### config.mk
export PLATFORM = sky130hd
export DESIGN_NAME = csc_config_target
export DESIGN_NICKNAME = d
export VERILOG_FILES = /design/src/csc_pkg.sv /design/src/csc_config_target.sv
export SDC_FILE = /design/constraint.sdc
export NUM_CORES = 1
export LEC_CHECK = 0
export ABC_AREA = 1
export BUFFER_PORTS_ARGS = -buffer_cell sky130_fd_sc_hd__buf_2
export CORE_MARGIN = 2
export CORE_UTILIZATION = 57
export CTS_BUF_LIST = sky130_fd_sc_hd__clkbuf_8
export DETAILED_ROUTE_END_ITERATION = 12
export PLACE_DENSITY = 0.84
export SETUP_SLACK_MARGIN = 0.05
export SLEW_MARGIN = 10
export SYNTH_ARGS = -nofsm -noshare
export SYNTH_HDL_FRONTEND = slang
export SYNTH_SLANG_ARGS = --single-unit
### constraint.sdc
create_clock -name SYS_CLK -period 1.8 [get_ports SYS_CLK]
set_input_delay 0.09 -clock SYS_CLK [delete_from_list [all_inputs] [get_ports SYS_CLK]]
set_output_delay 0.09 -clock SYS_CLK [all_outputs]
set_load 0.005 [all_outputs]
### src/csc_pkg.sv
// Constants and types for the serial configuration target
package csc_pkg;
  localparam int         CLK_PERIOD_NS      = 20;
  localparam int         RESTART_TIMEOUT_NS = 40000;
  // Longest time, so the count rounds down
  localparam int         RESTART_CYCLES     = RESTART_TIMEOUT_NS / CLK_PERIOD_NS;
  localparam logic [10:0] RESTART_LAST      = 11'(RESTART_CYCLES - 1);
  localparam int         INIT_CYCLES        = 299;
  localparam logic [8:0] INIT_LAST          = 9'(INIT_CYCLES - 1);
  localparam int         WORD_BITS          = 8;
  localparam logic [2:0] WORD_LAST_BIT      = 3'h7;
  localparam int         STREAM_BITS        = 64;
  localparam logic [15:0] STREAM_LAST       = 16'(STREAM_BITS - 1);
  localparam logic [1:0] BUF_DEPTH          = 2'h2;
  localparam int         SYNC_W             = 8;
  localparam int         SY_CLK             = 0;
  localparam int         SY_DATA            = 1;
  localparam int         SY_RELOAD          = 2;
  localparam int         SY_STATUS          = 3;
  localparam int         SY_LOAD            = 4;
  localparam int         SY_USER_CLK        = 5;
  localparam int         SY_USE_USER        = 6;
  localparam int         SY_AUTO            = 7;
  typedef enum logic [2:0] {
    ST_RESET,
    ST_CONFIG,
    ST_INIT,
    ST_USER,
    ST_ERROR
  } csc_state_t;
endpackage : csc_pkg
### src/csc_config_target.sv
// Serial configuration receiver of a target device in a cascaded chain
// Behaviour
// - Any error stops whole chain; restart by reload request or auto restart
// - Master reset pulls status low, resetting targets
// - Shared lines give common finish and restart
// - User mode 299 init clocks after load_complete
// - Init clock internal or user start clock
// - Reset while reload request or status low
// - One data bit per rising serial clock edge
// - Data error pulls status flag low
// - Auto restart releases status within 40 us
module csc_sync #(
  parameter int W = 1
) (
  input  wire logic         clk,
  input  wire logic         rst_n,
  input  wire logic [W-1:0] d,
  output logic      [W-1:0] q
);
  logic [W-1:0] meta;
  always_ff @(posedge clk or negedge rst_n)
  begin
    if (!rst_n)
    begin
      meta <= '0;
      q    <= '0;
    end
    else
    begin
      meta <= d;
      q    <= meta;
    end
  end
endmodule : csc_sync

module csc_config_target (
  input  wire logic       SYS_CLK,
  input  wire logic       RESET_N,
  input  wire logic       RELOAD_REQUEST_N,
  input  wire logic       STATUS_FLAG_N_IN,
  output logic            STATUS_FLAG_N_OUT,
  output logic            STATUS_FLAG_N_OE_N,
  input  wire logic       LOAD_COMPLETE_IN,
  output logic            LOAD_COMPLETE_OUT,
  output logic            LOAD_COMPLETE_OE_N,
  input  wire logic       CONFIG_CLOCK,
  input  wire logic       CONFIG_DATA,
  input  wire logic       USER_START_CLOCK,
  input  wire logic       USE_USER_CLOCK,
  input  wire logic       AUTO_RESTART,
  output logic [7:0]      WORD_DATA,
  output logic            WORD_VALID,
  input  wire logic       WORD_READY,
  output logic            USER_MODE,
  output logic            IN_RESET
);
  logic [csc_pkg::SYNC_W-1:0] sy;
  csc_pkg::csc_state_t        state;
  csc_pkg::csc_state_t        next_state;
  logic [15:0]                bit_cnt;
  logic [15:0]                next_bit_cnt;
  logic [7:0]                 shift;
  logic [7:0]                 next_shift;
  logic [8:0]                 init_cnt;
  logic [8:0]                 next_init_cnt;
  logic [10:0]                tmo_cnt;
  logic [10:0]                next_tmo_cnt;
  logic                       clk_prev;
  logic                       user_prev;
  logic                       clk_rise;
  logic                       user_rise;
  logic                       init_tick;
  logic                       reset_req;
  logic                       push;
  logic [7:0]                 push_word;
  logic                       in_ready;
  logic [7:0]                 mem [2];
  logic [7:0]                 next_mem [2];
  logic                       wr_ptr;
  logic                       next_wr_ptr;
  logic                       rd_ptr;
  logic                       next_rd_ptr;
  logic [1:0]                 fill;
  logic [1:0]                 next_fill;
  logic                       pop;

  // Straps and link pins come from other domains
  csc_sync #(.W(csc_pkg::SYNC_W)) u_sync (
    .clk   (SYS_CLK),
    .rst_n (RESET_N),
    .d     ({AUTO_RESTART, USE_USER_CLOCK, USER_START_CLOCK,
             LOAD_COMPLETE_IN, STATUS_FLAG_N_IN, RELOAD_REQUEST_N,
             CONFIG_DATA, CONFIG_CLOCK}),
    .q     (sy)
  );

  assign clk_rise  = sy[csc_pkg::SY_CLK] & ~clk_prev;
  assign user_rise = sy[csc_pkg::SY_USER_CLK] & ~user_prev;
  // Internal oscillator stands in as one tick per system clock
  assign init_tick = sy[csc_pkg::SY_USE_USER] ? user_rise : 1'b1;
  assign reset_req = ~sy[csc_pkg::SY_RELOAD] | ~sy[csc_pkg::SY_STATUS];
  assign in_ready  = (fill != csc_pkg::BUF_DEPTH);

  always_comb
  begin
    next_state    = state;
    next_bit_cnt  = bit_cnt;
    next_shift    = shift;
    next_init_cnt = init_cnt;
    next_tmo_cnt  = tmo_cnt;
    push          = 1'b0;
    push_word     = {shift[6:0], sy[csc_pkg::SY_DATA]};
    if (state != csc_pkg::ST_ERROR && reset_req)
    begin
      next_state    = csc_pkg::ST_RESET;
      next_bit_cnt  = 16'h0000;
      next_init_cnt = 9'h000;
    end
    else
    begin
      unique case (state)
        csc_pkg::ST_RESET:
        begin
          next_bit_cnt  = 16'h0000;
          next_init_cnt = 9'h000;
          next_state    = csc_pkg::ST_CONFIG;
        end
        csc_pkg::ST_CONFIG:
        begin
          if (clk_rise)
          begin
            next_shift   = push_word;
            next_bit_cnt = bit_cnt + 16'h0001;
            if (bit_cnt[2:0] == csc_pkg::WORD_LAST_BIT)
            begin
              // The serial clock cannot be stalled, so overflow is an error
              push = in_ready;
              if (!in_ready)
              begin
                next_state   = csc_pkg::ST_ERROR;
                next_tmo_cnt = 11'h000;
              end
              else if (bit_cnt == csc_pkg::STREAM_LAST)
              begin
                next_state = csc_pkg::ST_INIT;
              end
            end
          end
        end
        csc_pkg::ST_INIT:
        begin
          // Wait for the shared line, so the whole chain starts together
          if (sy[csc_pkg::SY_LOAD] && init_tick)
          begin
            next_init_cnt = init_cnt + 9'h001;
            if (init_cnt == csc_pkg::INIT_LAST)
            begin
              next_state = csc_pkg::ST_USER;
            end
          end
        end
        csc_pkg::ST_USER:
        begin
          next_state = csc_pkg::ST_USER;
        end
        csc_pkg::ST_ERROR:
        begin
          next_tmo_cnt = tmo_cnt + 11'h001;
          if (!sy[csc_pkg::SY_RELOAD])
          begin
            next_state = csc_pkg::ST_RESET;
          end
          else if (sy[csc_pkg::SY_AUTO] &&
                   tmo_cnt == csc_pkg::RESTART_LAST)
          begin
            next_state = csc_pkg::ST_RESET;
          end
        end
        default:
        begin
          next_state = csc_pkg::ST_RESET;
        end
      endcase
    end
  end

  always_ff @(posedge SYS_CLK or negedge RESET_N)
  begin
    if (!RESET_N)
    begin
      state     <= csc_pkg::ST_RESET;
      bit_cnt   <= 16'h0000;
      shift     <= 8'h00;
      init_cnt  <= 9'h000;
      tmo_cnt   <= 11'h000;
      clk_prev  <= 1'b0;
      user_prev <= 1'b0;
    end
    else
    begin
      state     <= next_state;
      bit_cnt   <= next_bit_cnt;
      shift     <= next_shift;
      init_cnt  <= next_init_cnt;
      tmo_cnt   <= next_tmo_cnt;
      clk_prev  <= sy[csc_pkg::SY_CLK];
      user_prev <= sy[csc_pkg::SY_USER_CLK];
    end
  end

  // Two-entry word buffer towards the fabric
  assign pop = WORD_VALID & WORD_READY;

  always_comb
  begin
    next_mem    = mem;
    next_wr_ptr = wr_ptr;
    next_rd_ptr = rd_ptr;
    next_fill   = fill;
    if (push)
    begin
      next_mem[wr_ptr] = push_word;
      next_wr_ptr      = ~wr_ptr;
    end
    if (pop)
    begin
      next_rd_ptr = ~rd_ptr;
    end
    if (push && !pop)
    begin
      next_fill = fill + 2'h1;
    end
    else if (pop && !push)
    begin
      next_fill = fill - 2'h1;
    end
  end

  always_ff @(posedge SYS_CLK or negedge RESET_N)
  begin
    if (!RESET_N)
    begin
      mem[0] <= 8'h00;
      mem[1] <= 8'h00;
      wr_ptr <= 1'b0;
      rd_ptr <= 1'b0;
      fill   <= 2'h0;
    end
    else
    begin
      mem    <= next_mem;
      wr_ptr <= next_wr_ptr;
      rd_ptr <= next_rd_ptr;
      fill   <= next_fill;
    end
  end

  assign WORD_DATA  = mem[rd_ptr];
  assign WORD_VALID = (fill != 2'h0);

  // Open-drain lines: only ever driven low
  assign STATUS_FLAG_N_OUT  = 1'b0;
  assign STATUS_FLAG_N_OE_N = ~((state == csc_pkg::ST_ERROR) ||
                                (state == csc_pkg::ST_RESET &&
                                 !sy[csc_pkg::SY_RELOAD]));
  assign LOAD_COMPLETE_OUT  = 1'b0;
  assign LOAD_COMPLETE_OE_N = ~((state == csc_pkg::ST_RESET) ||
                                (state == csc_pkg::ST_CONFIG) ||
                                (state == csc_pkg::ST_ERROR));
  assign USER_MODE = (state == csc_pkg::ST_USER);
  assign IN_RESET  = (state == csc_pkg::ST_RESET) ||
                     (state == csc_pkg::ST_ERROR);
endmodule : csc_config_target

==> impl_metrics.py <==
metrics = {
    "place": {
        "gpl.final_weighted_congestion": 0.9299,
        "port_buffers": 23,
        "dp.final_hpwl_um": 5982,
        "placed_cells": 652,
        "pre_cts_ws_ns": 0.02299,
    },
    "global_route": {
        "gr-total-overflow": 0,
        "grt.met2_usage_pct": 41.21,
        "grt_pass1_vias": 3337,
        "busiest_grt_layer": "met2",
        "met3_usage_pct": 3.970,
        "grt_first_pass_wirelength_um": 14040,
        "grt_max_degree": 48,
        "antenna_found_initial": 0,
        "grt.met1_usage_pct": 26.59,
        "grt_usage_pct": 22.73,
    },
    "floorplan": {
        "area_of_the_die_mm2": 0.008012,
        "floorplan.initialDensity_pct": 58.08,
        "floorplan.die.width_um": 89.51,
        "placeableCoreArea_mm2": 0.007176,
        "floorplan.rows": 31,
        "die_h_um": 89.51,
        "boundaryPins": 26,
    },
    "clock_tree": {
        "cts.reportedPaths.clkPinSlew_ns": 0.08,
        "clock_tree.htree_level_count": 3,
        "clock-sinks": 84,
        "cts_buffers": 9,
        "clock_tree.buffer_depth": 2,
        "clock_tree_from_tritoncts": "yes",
        "ctsRootBufferMaster": "sky130_fd_sc_hd__clkbuf_8",
        "worstSkewPairLatency_ns": 0.35,
    },
    "run_status": {
        "outcome": "completed",
    },
    "synth": {
        "synthArstFlopShare_pct": 100.0,
        "syn_inst": 519,
        "synth_area_mm2": 0.004168,
        "synth_enable_flop_cells": 0,
        "postSynthRegisterBits": 84,
        "netlist-cell-type-count": 31,
        "synth-main-ff-cell": "sky130_fd_sc_hd__dfrtp_1",
        "syn-mean-instance-area_um2": 8.030,
        "netlist.area_leader.share_pct": 50.44,
        "yosysMostFrequentCell": "sky130_fd_sc_hd__nand2_1",
        "synthesis.yosys.warnings": 0,
        "synth_sequential_area_ratio_pct": 50.44,
        "synthTopCellsByCount": "sky130_fd_sc_hd__nand2_1 (170), sky130_fd_sc_hd__dfrtp_1 (84), sky130_fd_sc_hd__inv_1 (53)",
        "synthTopCellsByArea": "sky130_fd_sc_hd__dfrtp_1 (50%), sky130_fd_sc_hd__nand2_1 (15%), sky130_fd_sc_hd__inv_1 (4.8%)",
        "synth_largest_area_cell": "sky130_fd_sc_hd__dfrtp_1",
    },
    "route": {
        "totalWireLength_um": 8593,
        "initialDrtViolationCount": 224,
        "drt-vias-per-instance": 5.131,
        "drcViolationCount": 0,
        "total_number_of_vias": 3494,
        "final_antenna_net_count": 0,
        "drt-wirelength-per-cell_um": 12.62,
        "detailedRoute.firstPassIterationCount": 4,
    },
    "setup_path": {
        "worst_path_most_repeated_cell": "sky130_fd_sc_hd__ha_1",
        "critical_path.max_stage_delay_ns": 0.37,
        "cp_data_arrival_time_ns": 1.95,
        "r2r_end": "fill[1]$_DFFE_PN0P_",
        "setup_slack_of_the_most_critical_reg_to_reg_path_ns": 0.07,
        "critPathCaptureType": "flip-flop",
        "cp_top_family": "adder cells",
        "path_class": "flip-flop to flip-flop",
        "setup.worst_path.start_class": "flip-flop",
        "worst-r2r-cell-count": 8,
        "critical_path.max_fanout": 3,
        "timing.critical_path.cells": "ha_1 -> ha_1 -> nand3_2 -> nor3_4 -> ha_4 -> a21oi_2 -> o21ai_1 -> xor2_1",
        "timing.critical_path.slowest_stage_cell": "sky130_fd_sc_hd__dfrtp_1",
        "critical_path.n_buffers_inverters": 0,
        "crit_path_start": "bit_cnt[0]$_DFFE_PN0P_",
        "crit_required_ns": 2.02,
        "r2r-start": "bit_cnt[0]$_DFFE_PN0P_",
    },
    "power_and_ir_drop": {
        "vdd_ir_drop_max_mv": 0.5198,
        "share_clk_of_total_power_pct": 32.6,
        "total_power_w": 0.004129,
        "switching_power_w": 0.001217,
        "switching_share_pct": 29.47,
        "portion_of_total_power_attributed_to_sequential_cells_pct": 50.2,
        "cellPowerDensity_mw_per_mm2": 846.8,
        "leakagePower_nw": 2.379,
        "combPwrFrac_pct": 17.2,
        "internal_power_w": 0.002912,
    },
    "sta": {
        "setup_tns_ns": 0,
        "rsz0062_at_grt": "yes",
        "final.setup.worst_slack_ns": 0.06874,
        "fin_crit_sh_pct": 96.18,
        "setup_viol_count_final": 0,
        "clock_skew_ns": 0.01050,
        "max_freq_mhz": 577.6,
        "finalWorstPathRequiredPeriod_ns": 1.731,
        "max_slew.worst_pin.slew_ns": 0.5749,
        "timing.slew.headroom_pct": 61.67,
        "final_hold_viols": 0,
        "timing_max_transition_violations_final": 0,
    },
    "layout": {
        "syn_to_final_growth_pct": 16.99,
        "final_cell_count_no_fill": 681,
        "fillers": 521,
        "antennaDiodeCount": 0,
        "finish.net_count": 594,
        "drive_above_1_share_pct": 19.07,
    },
    "worst_hold_path": {
        "worst_hold_path_type": "input port to flip-flop",
        "hold_path_depth": 3,
        "hold-path-endpoint": "rd_ptr$_DFFE_PN0P_",
        "timing.hold.worst.start": "WORD_READY",
    },
    "run": {
        "cap_violations": 0,
    },
}
## repair_timing
action                                  in CTS  in global routing
pin swaps                                    0                  1
endpoints found under the setup margin      15                 30
hold endpoints to repair                    51                  0
gates resized for setup                      2                 14
hold buffers                                 9                  0
setup buffers                                0                  4
## routing by layer
layer | wire, um | vias to the layer above
met5 | 0 | -
met4 | 163 | 0
met3 | 299 | 19
met2 | 4422 | 75
met1 | 3707 | 1649
li1 | - | 1751
## logic make-up after synthesis
| kind of cell | synth area share (%) |
|---|---|
| simple gates | 28.19 |
| flops | 50.44 |
| buf+inv | 7.085 |
| compound gates | 10.30 |
| xor+xnor | 2.102 |
| fa+ha+maj | 1.801 |
| other cells | 0.08998 |
## worst reg2reg max path, stage by stage (launching register included)
cell and delay (ns):
sky130_fd_sc_hd__dfrtp_1 0.37, sky130_fd_sc_hd__ha_1 0.19, sky130_fd_sc_hd__ha_1 0.16, sky130_fd_sc_hd__nand3_2 0.12, sky130_fd_sc_hd__nor3_4 0.18, sky130_fd_sc_hd__ha_4 0.24, sky130_fd_sc_hd__a21oi_2 0.10, sky130_fd_sc_hd__o21ai_1 0.10
sky130_fd_sc_hd__xor2_1 0.16
## metrics by stage
| stage | util [%] | hold slack, ns | instance area [um^2] |
|---|---|---|---|
| after floorplan | - | -0.2056 | 4172 |
| after detailed placement | 62.56 | 0.1252 | 4489 |
| after CTS | 66.75 | 0.04182 | 4790 |
| after global routing | 67.95 | 0.1078 | 4876 |
| final | 67.95 | 0.1139 | 4876 |
| after global placement | 62.56 | 0.1184 | 4489 |
## registers in the layout (all words and copies together) (netlist names), 3 cells and up
name / cells
u_sync.meta: 8
init_cnt: 9
u_sync.q: 8
state: 3
tmo_cnt: 11
shift: 7
bit_cnt: 16
mem: 16
## how the worst max path moves through the flow
stage / endpoint / slack (ns) / cells past startpoint
global route: fill[1]$_DFFE_PN0P_ / -0.02 / 8
detailed placement: tmo_cnt[10]$_DFFE_PN0P_ / 0.02 / 7
CTS: tmo_cnt[10]$_DFFE_PN0P_ / 0.05 / 7
finish: fill[1]$_DFFE_PN0P_ / 0.07 / 8
floorplan: fill[1]$_DFFE_PN0P_ / -0.10 / 8
global placement: tmo_cnt[1]$_DFFE_PN0P_ / 0.07 / 6
## layout by cell type (no fill, tap or decap), drive strengths merged, types with 2 or more instances in the layout
master	synthesis	final
clkinv	2	6
nor2	52	52
o31ai	2	2
o21ai	54	54
nand3	27	27
a22oi	2	2
clkbuf	1	10
nor3	14	14
nand3b	2	2
xor2	7	7
xnor2	3	3
dfrtp	84	84
a21oi	8	8
nand4	4	4
conb	1	2
dlygate4sd3	0	9
nand2	177	177
or2	2	2
buf	7	45
ha	6	6
inv	61	62
a22o	2	2
## power by group through the flow
stage | Sequential (W) | Combinational (W) | Clock, W
global placement | 0.00209 | 0.000618 | 0
global route | 0.00209 | 0.000790 | 0.00146
CTS | 0.00207 | 0.000654 | 0.00137
detailed placement | 0.00210 | 0.000637 | 0
finish | 0.00207 | 0.000710 | 0.00135
floorplan | 0.00208 | 0.000403 | 0
## layout make-up
type | instances | area [um^2] | share of cell area [%]
clock buffer | 10 | 137.6 | 2.823
clock inverter | 6 | 65.06 | 1.334
inverter | 63 | 236.5 | 4.850
multi-input combinational | 365 | 1834 | 37.62
sequential | 84 | 2106 | 43.19
tap | 99 | 123.9 | 2.540
timing repair buffer | 54 | 372.9 | 7.647
Power figures use the tool's default switching activity.
